**config.mk**
```make
export PLATFORM = sky130hd
export DESIGN_NAME = lfs_fault_supervisor
export DESIGN_NICKNAME = d
export VERILOG_FILES = /design/src/include/lfs_pkg.sv /design/src/design/lfs_tick_gen.sv /design/src/design/lfs_bcd_add.sv /design/src/design/lfs_fault_supervisor.sv
export VERILOG_INCLUDE_DIRS = /design/src /design/src/include
export SDC_FILE = /design/constraint.sdc
export NUM_CORES = 1
export LEC_CHECK = 0
export ABC_AREA = 1
export BUFFER_PORTS_ARGS = -buffer_cell sky130_fd_sc_hd__buf_2
export CAP_MARGIN = 20
export CORE_MARGIN = 1
export CORE_UTILIZATION = 32
export DETAILED_ROUTE_END_ITERATION = 16
export GPL_TIMING_DRIVEN = 0
export PLACE_DENSITY = 0.52
export SLEW_MARGIN = 0
export SYNTH_ARGS = -nofsm -noshare
export SYNTH_HDL_FRONTEND = slang
export SYNTH_SLANG_ARGS = --single-unit
export TNS_END_PERCENT = 1
```
**constraint.sdc**
```tcl
create_clock -name core_clk -period 5.02 [get_ports core_clk]
set_clock_uncertainty 0.1 [all_clocks]
set_input_delay 0.251 -clock core_clk [delete_from_list [all_inputs] [get_ports core_clk]]
set_output_delay 0.251 -clock core_clk [all_outputs]
set_load 0.05 [all_outputs]
```
**src/include/lfs_map.svh**
```systemverilog
// Purpose: Named constants for the lubrication fault supervisor.
// Assumes: Included by every design file that needs a figure.
// Notes:   Times are kept in their own unit; cycle counts derive from them.
`ifndef LFS_MAP_SVH
`define LFS_MAP_SVH

// ----------------------------------------------------------------
// Clock and time base
// ----------------------------------------------------------------
`define LFS_CLK_PERIOD_NS   10
`define LFS_SECOND_NS       1000000000
`define LFS_SEC_PER_MIN     6'h3C
`define LFS_MIN_PER_TENTH   3'h6

// ----------------------------------------------------------------
// Block operation
// ----------------------------------------------------------------
`define LFS_RUNS_MAX        2'h3
`define LFS_BLK_PAUSE_1     12'h006
`define LFS_BLK_PAUSE_2     12'h00C
`define LFS_BLK_PAUSE_3     12'h00F
`define LFS_PAUSE_TENTH_1   8'h01
`define LFS_PAUSE_TENTH_2   8'h02

// ----------------------------------------------------------------
// Fault-hours counting, six BCD digits of tenths of an hour
// ----------------------------------------------------------------
`define LFS_DIGITS          6
`define LFS_DIGIT_W         4
`define LFS_BCD_W           24
`define LFS_BCD_MAX         24'h999999
`define LFS_BCD_ONE         24'h000001
`define LFS_BCD_ZERO        24'h000000
`define LFS_DIGIT_NINE      5'h09
`define LFS_DIGIT_ADJ       5'h06
`define LFS_GROUP_W         12

`endif

```
**src/include/lfs_pkg.sv**
```systemverilog
// Purpose: Types shared by the lubrication fault supervisor files.
// Assumes: lfs_map.svh supplies the widths.
// Notes:   Constants live in the map header, types live here.
`include "lfs_map.svh"

package lfs_pkg;

   typedef logic [`LFS_BCD_W-1:0] lfs_bcd6_t;

   typedef enum logic [1:0] {
      LFS_PAUSE,
      LFS_RUN,
      LFS_BLOCK_PAUSE,
      LFS_FAULT
   } lfs_state_t;

   typedef struct packed {
      logic [`LFS_GROUP_W-1:0] upper;
      logic [`LFS_GROUP_W-1:0] lower;
   } lfs_disp_t;

endpackage : lfs_pkg

```
**src/design/lfs_tick_gen.sv**
```systemverilog
// Purpose: Minute and tenth-hour enable pulses from the system clock.
// Assumes: SEC_CYCLES is the number of clock cycles in one second.
// Notes:   A restart pulse clears the whole chain so an interval starts whole.
`include "lfs_map.svh"

module lfs_tick_gen
   import lfs_pkg::*;
#(
   parameter int unsigned SEC_CYCLES = `LFS_SECOND_NS / `LFS_CLK_PERIOD_NS
) (
   input  wire logic core_clk,
   input  wire logic rstSync_n,
   input  wire logic restart,
   output logic      minTick,
   output logic      tenthTick
);

   localparam int SW = $clog2(SEC_CYCLES + 1);

   logic [SW-1:0] secCnt_r,  secCnt_nxt;
   logic [5:0]    secOfMin_r, secOfMin_nxt;
   logic [2:0]    minOfTen_r, minOfTen_nxt;
   logic          secTick;

   always_comb begin
      secTick      = (secCnt_r == SW'(SEC_CYCLES - 1));
      minTick      = secTick && (secOfMin_r == `LFS_SEC_PER_MIN - 6'h01);
      tenthTick    = minTick && (minOfTen_r == `LFS_MIN_PER_TENTH - 3'h1);
      secCnt_nxt   = secTick ? '0 : SW'(secCnt_r + 1'b1);
      secOfMin_nxt = secOfMin_r;
      minOfTen_nxt = minOfTen_r;
      if (secTick) begin
         secOfMin_nxt = minTick ? 6'h00 : 6'(secOfMin_r + 6'h01);
      end
      if (minTick) begin
         minOfTen_nxt = tenthTick ? 3'h0 : 3'(minOfTen_r + 3'h1);
      end
      if (restart) begin
         secCnt_nxt   = '0;
         secOfMin_nxt = 6'h00;
         minOfTen_nxt = 3'h0;
      end
   end

   always_ff @(posedge core_clk or negedge rstSync_n) begin
      if (!rstSync_n) begin
         secCnt_r   <= '0;
         secOfMin_r <= 6'h00;
         minOfTen_r <= 3'h0;
      end else begin
         secCnt_r   <= secCnt_nxt;
         secOfMin_r <= secOfMin_nxt;
         minOfTen_r <= minOfTen_nxt;
      end
   end

endmodule : lfs_tick_gen

```
**src/design/lfs_bcd_add.sv**
```systemverilog
// Purpose: Six-digit BCD adder that saturates at all nines.
// Assumes: Both operands hold valid BCD digits.
// Notes:   Purely combinational; the caller registers the sum.
`include "lfs_map.svh"

module lfs_bcd_add
   import lfs_pkg::*;
(
   input  wire lfs_bcd6_t a,
   input  wire lfs_bcd6_t b,
   output lfs_bcd6_t      sum
);

   logic [`LFS_DIGITS:0] carry;
   lfs_bcd6_t            raw;

   assign carry[0] = 1'b0;

   for (genvar i = 0; i < `LFS_DIGITS; i++) begin : g_digit
      logic [4:0] part;
      logic [4:0] fixed;
      assign part  = 5'({1'b0, a[i*`LFS_DIGIT_W +: `LFS_DIGIT_W]})
                   + 5'({1'b0, b[i*`LFS_DIGIT_W +: `LFS_DIGIT_W]})
                   + 5'(carry[i]);
      assign carry[i+1] = (part > `LFS_DIGIT_NINE);
      assign fixed = carry[i+1] ? 5'(part + `LFS_DIGIT_ADJ) : part;
      assign raw[i*`LFS_DIGIT_W +: `LFS_DIGIT_W] = fixed[3:0];
   end

   // Overflow past the top digit pins the reading at its maximum.
   assign sum = carry[`LFS_DIGITS] ? `LFS_BCD_MAX : raw;

endmodule : lfs_bcd_add

```
**src/design/lfs_fault_supervisor.sv**
```systemverilog
// Purpose: Block-operation retry sequence and fault-time recording for a
//          lubrication pump with a piston detector on a progressive system.
// Assumes: core_clk at 100 MHz; piston and acknowledge inputs come from pins.
// Notes:   The fault-hours accumulator has no reset so it outlives rst_n.
`include "lfs_map.svh"

// Function
// RQ1 - The time from raising a fault to its acknowledgment is counted in a fault-state counter.
// RQ2 - On acknowledgment the fault-state count is added into the fault-hours accumulator by itself.
// RQ3 - The accumulator holds the sum of all fault-state intervals over the life of the unit.
// RQ4 - With fault hours selected the display shows the accumulator as two groups of three digits.
// RQ5 - The reading reaches up to 99 999.9 hours.
// RQ6 - Counting resolution is one tenth of an hour and shorter residues are dropped.
// RQ7 - Nothing clears the accumulator, not even a reset.
// RQ8 - A pump run with no piston pulse interrupts normal operation and starts a watched block pause.
// RQ9 - A block pause with no piston pulse is followed by another pump run in block operation.
// RQ10 - A piston pulse during block operation ends it at once and restarts the normal cycle with a pause.
// RQ11 - Three silent runs and two silent block pauses end block operation with the cycle-switch fault.
// RQ12 - Block pause is 6 min for a 0.1 h pause, 12 min for 0.2 h and 15 min for 0.3 h or longer.
// RQ13 - A raised fault halts the normal sequence, is stored and is shown on the indicator and display.
// RQ14 - A prescaled tenth-hour tick advances the fault-state counter while a fault is pending.
// RQ15 - After the cycle-switch fault the pump stays off and the fault stays latched until acknowledged.
module lfs_fault_supervisor
   import lfs_pkg::*;
#(
   parameter int unsigned SEC_CYCLES = `LFS_SECOND_NS / `LFS_CLK_PERIOD_NS
) (
   input  wire logic       core_clk,
   input  wire logic       rst_n,
   input  wire logic       pistonPin,
   input  wire logic       ackPin,
   input  wire logic       faultHoursSel,
   input  wire logic [7:0] lubricationPauseTime,
   input  wire logic [7:0] pumpRunTime,
   output logic            pumpOn,
   output logic            faultLed,
   output logic            cycleSwitchFaultCode,
   output logic            blockActive,
   output lfs_disp_t       display
);

   // ----------------------------------------------------------------
   // Reset release
   // ----------------------------------------------------------------
   logic [1:0] rstPipe_r;
   logic       rstSync_n;

   always_ff @(posedge core_clk or negedge rst_n) begin
      if (!rst_n) begin
         rstPipe_r <= 2'h0;
      end else begin
         rstPipe_r <= {rstPipe_r[0], 1'b1};
      end
   end
   assign rstSync_n = rstPipe_r[1];

   // ----------------------------------------------------------------
   // Pin synchronisers
   // ----------------------------------------------------------------
   // A level is accepted only when the second and third stages agree, so a
   // single-cycle glitch caught on a slow edge never counts as a pulse.
   logic [1:0] pinIn;
   logic [1:0] stg1_r, stg2_r, stg3_r, level_r, levelPrev_r;
   logic [1:0] level_nxt;
   logic [1:0] rise;

   assign pinIn = {ackPin, pistonPin};

   for (genvar i = 0; i < 2; i++) begin : g_sync
      always_comb begin
         level_nxt[i] = (stg2_r[i] == stg3_r[i]) ? stg3_r[i] : level_r[i];
      end

      always_ff @(posedge core_clk or negedge rstSync_n) begin
         if (!rstSync_n) begin
            stg1_r[i]      <= 1'b0;
            stg2_r[i]      <= 1'b0;
            stg3_r[i]      <= 1'b0;
            level_r[i]     <= 1'b0;
            levelPrev_r[i] <= 1'b0;
         end else begin
            stg1_r[i]      <= pinIn[i];
            stg2_r[i]      <= stg1_r[i];
            stg3_r[i]      <= stg2_r[i];
            level_r[i]     <= level_nxt[i];
            levelPrev_r[i] <= level_r[i];
         end
      end

      assign rise[i] = level_r[i] && !levelPrev_r[i];
   end

   logic pistonSeen;
   logic ackSeen;
   assign pistonSeen = rise[0];
   assign ackSeen    = rise[1];

   // ----------------------------------------------------------------
   // Time base
   // ----------------------------------------------------------------
   logic minTick;
   logic tenthTick;
   logic faultEntry;

   // RQ14 prescaled tenth tick
   lfs_tick_gen #(
      .SEC_CYCLES (SEC_CYCLES)
   ) u_tick (
      .core_clk  (core_clk),
      .rstSync_n (rstSync_n),
      .restart   (faultEntry),
      .minTick   (minTick),
      .tenthTick (tenthTick)
   );

   // ----------------------------------------------------------------
   // Lubrication and block-operation sequence
   // ----------------------------------------------------------------
   lfs_state_t  state_r,   state_nxt;
   logic [11:0] timer_r,   timer_nxt;
   logic [1:0]  runs_r,    runs_nxt;
   logic        pulsed_r,  pulsed_nxt;
   logic [11:0] pauseLen;
   logic [11:0] blockLen;
   logic [11:0] limit;
   logic        expired;

   always_comb begin
      pauseLen = 12'(lubricationPauseTime) * 12'(`LFS_MIN_PER_TENTH);
      // RQ12 block pause length
      if (lubricationPauseTime <= `LFS_PAUSE_TENTH_1) begin
         blockLen = `LFS_BLK_PAUSE_1;
      end else if (lubricationPauseTime == `LFS_PAUSE_TENTH_2) begin
         blockLen = `LFS_BLK_PAUSE_2;
      end else begin
         blockLen = `LFS_BLK_PAUSE_3;
      end
      case (state_r)
         LFS_PAUSE:       limit = pauseLen;
         LFS_RUN:         limit = 12'(pumpRunTime);
         LFS_BLOCK_PAUSE: limit = blockLen;
         default:         limit = 12'h000;
      endcase
      expired = (timer_r >= limit);
   end

   always_comb begin
      state_nxt  = state_r;
      timer_nxt  = minTick ? 12'(timer_r + 12'h001) : timer_r;
      runs_nxt   = runs_r;
      pulsed_nxt = pulsed_r || pistonSeen;
      faultEntry = 1'b0;
      case (state_r)
         LFS_PAUSE: begin
            if (expired) begin
               state_nxt  = LFS_RUN;
               timer_nxt  = 12'h000;
               pulsed_nxt = 1'b0;
            end
         end
         LFS_RUN: begin
            if (pistonSeen && runs_r != 2'h0) begin
               // RQ10 abort block operation
               state_nxt = LFS_PAUSE;
               timer_nxt = 12'h000;
               runs_nxt  = 2'h0;
            end else if (expired) begin
               timer_nxt = 12'h000;
               if (pulsed_nxt) begin
                  state_nxt = LFS_PAUSE;
                  runs_nxt  = 2'h0;
               end else if (2'(runs_r + 2'h1) == `LFS_RUNS_MAX) begin
                  // RQ11 raise cycle-switch fault
                  state_nxt  = LFS_FAULT;
                  runs_nxt   = 2'h0;
                  faultEntry = 1'b1;
               end else begin
                  // RQ8 silent run, block pause
                  state_nxt = LFS_BLOCK_PAUSE;
                  runs_nxt  = 2'(runs_r + 2'h1);
               end
            end
         end
         LFS_BLOCK_PAUSE: begin
            if (pistonSeen) begin
               // RQ10 abort block operation
               state_nxt = LFS_PAUSE;
               timer_nxt = 12'h000;
               runs_nxt  = 2'h0;
            end else if (expired) begin
               // RQ9 next block run
               state_nxt  = LFS_RUN;
               timer_nxt  = 12'h000;
               pulsed_nxt = 1'b0;
            end
         end
         LFS_FAULT: begin
            // RQ15 hold until acknowledged
            timer_nxt = 12'h000;
            if (ackSeen) begin
               state_nxt = LFS_PAUSE;
            end
         end
         default: begin
            state_nxt = LFS_PAUSE;
            timer_nxt = 12'h000;
            runs_nxt  = 2'h0;
         end
      endcase
   end

   always_ff @(posedge core_clk or negedge rstSync_n) begin
      if (!rstSync_n) begin
         state_r  <= LFS_PAUSE;
         timer_r  <= 12'h000;
         runs_r   <= 2'h0;
         pulsed_r <= 1'b0;
      end else begin
         state_r  <= state_nxt;
         timer_r  <= timer_nxt;
         runs_r   <= runs_nxt;
         pulsed_r <= pulsed_nxt;
      end
   end

   // ----------------------------------------------------------------
   // Fault-state counter and fault-hours accumulator
   // ----------------------------------------------------------------
   lfs_bcd6_t faultCnt_r, faultCnt_nxt;
   lfs_bcd6_t faultInc;
   lfs_bcd6_t accSum;
   lfs_bcd6_t acc_nxt;
   logic      ackTake;
   // RQ7 retained, no reset
   lfs_bcd6_t acc_r = `LFS_BCD_ZERO;

   assign ackTake = (state_r == LFS_FAULT) && ackSeen;

   lfs_bcd_add u_inc (
      .a   (faultCnt_r),
      .b   (`LFS_BCD_ONE),
      .sum (faultInc)
   );

   // RQ5 saturating six-digit sum
   lfs_bcd_add u_acc (
      .a   (acc_r),
      .b   (faultCnt_r),
      .sum (accSum)
   );

   always_comb begin
      faultCnt_nxt = faultCnt_r;
      if (faultEntry) begin
         faultCnt_nxt = `LFS_BCD_ZERO;
      end else if (state_r == LFS_FAULT && tenthTick) begin
         // RQ1 RQ6 whole tenths only
         faultCnt_nxt = faultInc;
      end
      // RQ2 RQ3 add on acknowledgment
      acc_nxt = ackTake ? accSum : acc_r;
   end

   always_ff @(posedge core_clk or negedge rstSync_n) begin
      if (!rstSync_n) begin
         faultCnt_r <= `LFS_BCD_ZERO;
      end else begin
         faultCnt_r <= faultCnt_nxt;
      end
   end

   always_ff @(posedge core_clk) begin
      acc_r <= acc_nxt;
   end

   // ----------------------------------------------------------------
   // Outputs
   // ----------------------------------------------------------------
   logic      pumpOn_nxt, faultLed_nxt, blockActive_nxt;
   lfs_disp_t display_nxt;
   lfs_bcd6_t shown;

   always_comb begin
      pumpOn_nxt      = (state_nxt == LFS_RUN);
      // RQ13 stored and shown fault
      faultLed_nxt    = (state_nxt == LFS_FAULT);
      blockActive_nxt = (runs_nxt != 2'h0);
      // RQ4 two groups of three digits
      shown             = faultHoursSel ? acc_nxt : faultCnt_nxt;
      display_nxt.upper = shown[`LFS_BCD_W-1:`LFS_GROUP_W];
      display_nxt.lower = shown[`LFS_GROUP_W-1:0];
   end

   always_ff @(posedge core_clk or negedge rstSync_n) begin
      if (!rstSync_n) begin
         pumpOn      <= 1'b0;
         faultLed    <= 1'b0;
         blockActive <= 1'b0;
         display     <= '0;
      end else begin
         pumpOn      <= pumpOn_nxt;
         faultLed    <= faultLed_nxt;
         blockActive <= blockActive_nxt;
         display     <= display_nxt;
      end
   end

   assign cycleSwitchFaultCode = faultLed;

endmodule : lfs_fault_supervisor

```
; ---- Word-level counts from Yosys, hierarchy flattened
; Index checks and enable logic that the tools add are counted.
; Widths: inputs -> output; s select.
[classes]
add_sub_neg = 32
mul = 1
magnitude_cmp = 14
eq_ne = 12
muxes = 54
reduce_logical = 15
[ops]
columns = op, n
row1 = $mux 24, 6
row2 = $gt 5x4->1 const B, 12
row3 = $mux 27, 2
row4 = $mux 12, 4
row5 = $pmux 12 s4, 1
row6 = $mux 4, 11
row7 = $add 4x3->4 const B, 10
row8 = $pmux 12 s3, 1
row9 = $add 4x4->5, 6
row10 = $add 27x1->27 const B, 1
row11 = $eq 27x27->1 const B, 1
row12 = $add 4x1->5, 5
row13 = $add 5x1->5, 5
row14 = $mux 2, 12
row15 = $mux 6, 3
row16 = $add 12x1->12 const B, 1
row17 = $ge 12x12->1, 1
row18 = $mul 8x2->10 const B, 1
row19 = $mux 3, 3
row20 = $eq 2x2->1 const B, 4
row21 = $eq 8x2->1 const B, 1
row22 = $le 8x1->1 const B, 1
row23 = $mux 1, 8
row24 = $pmux 2 s4, 1
row25 = other kinds (15), 27
[word_totals]
regBits = 140
out_inout_bits = 28
word_cells = 153

; ---- Longest topological paths before layout
[depth]
ltp_word = 16
ltp_mapped = 59

; ---- Modules after synthesis
; Synthesis repeated with hierarchy kept, for this count alone.
[hier_totals]
cells_unflattened = 1293
area_unflattened_um2 = 10263.6
[by_module_without_submodules]
columns = module, n_inst, cells_per_inst, area_each_um2
row1 = lfs_fault_supervisor, 1, 526, 5101.1
row2 = lfs_tick_gen, 1, 313, 2243.4
row3 = lfs_bcd_add at u_inc, 1, 227, 1486.4
row4 = lfs_bcd_add at u_acc, 1, 227, 1432.6

; ---- Worst setup path before layout
; No wires, ideal clock.
[synth_timing]
kind = register -> register
startpoint = reg faultCnt_r[0]
endpoint = reg display[11] in the netlist's numbering
arrival_ps = 7941
path_slack_ps = -3142
path_stages_with_launch = 55
n_path_buf = 1
period_less_slack_ps = 8162
path_cell_list = dfrtp_1 > ha_1 > inv_1 > fa_1 > xor2_1 > nand2_1 > nand3_1 > nand2_1 > inv_1 > fa_1 > inv_1 > fa_1 > xor2_1 > nor2_1 > inv_1 > nand2_1 > nand2_1 > inv_1 > [... 19 more ...] > fa_1 > o211ai_1 > nand2_1 > inv_1 > fa_1 > inv_1 > fa_1 > nand2_1 > inv_1 > nor2_1 > nor2_1 > nor3_1 > nand2_1 > nand2_1 > buf_2 > nand2_1 > o211ai_1 > nand2_1
[synth_lines]
columns = item, line_no
row1 = from (decl), lfs_fault_supervisor.sv:229  ; lfs_bcd6_t faultCnt_r, faultCnt_nxt;
row2 = from (signal assigned), lfs_fault_supervisor.sv:266  ; faultCnt_r <= `LFS_BCD_ZERO;
row3 = from (signal assigned), lfs_fault_supervisor.sv:268  ; faultCnt_r <= faultCnt_nxt;
row4 = to (signal assigned), lfs_fault_supervisor.sv:304  ; display <= display_nxt;
row5 = to (decl), lfs_fault_supervisor.sv:39  ; output lfs_disp_t display

==> impl_metrics.yaml <==
run_status:
  status: "finished with violations"
  violations: "setup timing"
final_layout:
  area_growth_pct: 22.0
  fillers: 3009
  diodes: 0
  nNetsFinal: 1511
  drive_above_1_share: 0.170
global_route:
  antenna_found_initial: 0
  first_global_vias: 8141
  grt_max_degree: 60
  grt_overflow_total: 0
  globalRouteTotalUtil: 0.168
  grt_pass1_wl_um: 40800
setup_path:
  start_kind: "register"
  crit_path_top_delay_cell: "fa_2"
  max_stage_delay_ps: 550
  required_ps: 5280
  cp.arrival_ps: 8510
  endpoint_kind: "register"
  critPathKind: "reg -> reg"
  crit_path_max_fanout: 5
timing:
  worstMarginPinSlew_ps: 864
  min_period_over_period: 1.64
  rsz0062_at_grt: "true"
  final.setup.tns_ps: -202010
  fin_crit_ps: 8240
  fmax_mhz: 121
  slew_violations: 0
  relSlewSlack: 0.424
  fin_ws_ps: -3220
  finalHoldViolCount: 0
  setup-violations-final: 72
place:
  numPortBuffers: 47
  hpwl_um: 17500
  place_congestion: 0.863
die:
  initial_core_util: 0.328
  coreArea_um2: 29000
  ios: 49
  die_x_um: 175
  die_h_um: 175
  rows: 62
  die_area_um2: 30500
clock_network:
  clock_sinks: 140
  cts_buffers: 17
  h-tree-depth: 4
  cts_tree: "yes"
  root_buffer: "clkbuf_16"
  clockBufferDepth: 2
  clk_pin_slew_ps: 60
  clock_latency_ps: 440
synth:
  synth_cell_types: 49
  synth_seq_cells: 140
  yosys-top-cells-area: "dfrtp_1 30%, nand2_1 14%, ha_1 11%"
  synth_flop_cell: "dfrtp_1"
  yosysMostFrequentCell: "nand2_1"
  synth_area_um2: 9520
  synth_edf_count: 0
  synth_common_cells: "354 x nand2_1, 207 x inv_1, 124 x nand3_1"
  netlist.area_leader.share: 0.305
  syn_nets: 1414
  async_flop_share: 0.829
  yosys.area.top_type: "dfrtp_1"
  netlist_instances: 1301
  avgSynthCellArea_um2: 7.32
  ys_seq_area_frac: 0.355
  yosys_warnings: 0
hold_path:
  hp-class: "in -> async"
route:
  postRouteAntennaNets: 0
  drc: 0
  vias: 8439
  drtIter0Drc: 528
  dr.pass1.iters: 5
  vias_per_cell: 4.70
  wl_per_cell_um: 13.8
  wl_um: 24800
flow_run:
  cap_violations: 0
pwr:
  max-vdd-ir-drop_v: 0.000246
  p_total_uw: 2940
  powerDensity_nw_per_um2: 253
  leakage_uw: 0.00607
path summary, 6_finish.rpt:
path,from,to,slack [ps],depth (start not counted)
min in group core_clk,faultHoursSel,display[15],190,3
worst max-delay path,faultCnt_r[0],display[2],-3220,53
worst max register to register,faultCnt_r[0],display[2],-3220,53
worst min-delay path,rst_n,rstPipe_r[1],20,2
max in group asynchronous,rstPipe_r[1],faultCnt_r[0],3690,1
worst min register to register,rstPipe_r[0],rstPipe_r[1],250,0
where the power goes:
group / total (µW) / internal, µW / leakage, µW / switching, µW
Clock: 1370 / 848 / 0.000304 / 524
Combinational: 384 / 130 / 0.00416 / 254
Sequential: 1180 / 1160 / 0.00160 / 25.7
Total: 2940 / 2130 / 0.00607 / 803
cell type report:
type / instances / area (µm²) / area share
multi-input combinational: 925 / 5610 / 0.483
tap: 384 / 480 / 0.0413
inverter: 210 / 788 / 0.0678
clock inverter: 13 / 189 / 0.0163
buffer: 25 / 176 / 0.0152
sequential: 140 / 3390 / 0.292
clock buffer: 19 / 443 / 0.0381
timing repair buffer: 79 / 541 / 0.0465
layout by cell type, fill, tap and decap left out, types with 7 or more instances in the layout:
cell type / count
nand2_1: 333
nor3_1: 17
o21ai_0: 33
o211ai_1: 7
nand2_2: 21
inv_1: 195
xor2_1: 17
inv_2: 14
clkbuf_16: 18
nand4_1: 45
buf_4: 28
nand3_2: 12
fa_2: 11
nand3_1: 113
nor2_1: 115
clkbuf_1: 10
nor2_2: 8
ha_1: 68
dfxtp_1: 24
buf_2: 54
dfrtp_1: 113
a21oi_1: 26
layer usage:
metal  up-vias  GRT usage  share of wire  wire [µm]
met2       153      0.259           0.44      10900
met1      3895      0.238           0.50      12400
li1       4363          -              -          -
met3        28     0.0293          0.038        949
met4         0     0.0511          0.020        484
met5         -          0              0          0
metrics by stage:
| step | instances | worst slack (ps) | hold slack, ps | instance area, µm² | utilization |
|---|---|---|---|---|---|
| floorplan | 1301 | -2870 | -145 | 9610 | - |
| global placement | 1732 | -3780 | -61.9 | 10300 | 0.356 |
| detailed placement | 1733 | -3850 | -58.4 | 10400 | 0.357 |
| CTS | 1790 | -3160 | 8.90 | 11400 | 0.392 |
| global route | 1795 | -3760 | 8.51 | 11600 | 0.401 |
| finish | 1795 | -3220 | 18.9 | 11600 | 0.401 |
worst max-delay path: cells and delay by family, from the launching register on:
| kind | cells | cell delay (ps) |
|---|---|---|
| fa+ha+maj | 12 | 4020 |
| compound gates | 1 | 210 |
| flops | 1 | 450 |
| buf+inv | 16 | 1050 |
| simple gates | 23 | 2190 |
| xor+xnor | 1 | 170 |
cell families after synthesis:
logic type / count (synthesis) / share of synthesized area
compound gates: 108 / 0.0695
xor+xnor: 32 / 0.0294
fa+ha+maj: 94 / 0.132
buf+inv: 236 / 0.0977
flops: 140 / 0.355
other cells: 1 / 0.000394
simple gates: 690 / 0.315
flip-flops by register name, summed over array words and instances, names as in the netlist:
signal / flops
u_tick.secOfMin_r: 6
u_tick.secCnt_r: 27
faultCnt_r: 24
pumpOn: 1
blockActive: 1
stg3_r: 2
pulsed_r: 1
acc_r: 24
cycleSwitchFaultCode: 1
stg2_r: 2
runs_r: 2
state_r: 2
rstPipe_r: 2
stg1_r: 2
levelPrev_r: 2
timer_r: 12
u_tick.minOfTen_r: 3
level_r: 2
display: 24
what timing repair did:
action | in CTS | in global routing
buffers inserted | 22 | 4
hold buffers | 3 | 0
hold endpoints to repair | 4 | 0
setup endpoints to repair | 72 | 72
cloned | 1 | 1
pin swaps | 26 | 20
resized for setup | 45 | 40
No activity file was read; power rests on OpenSTA's default activity.
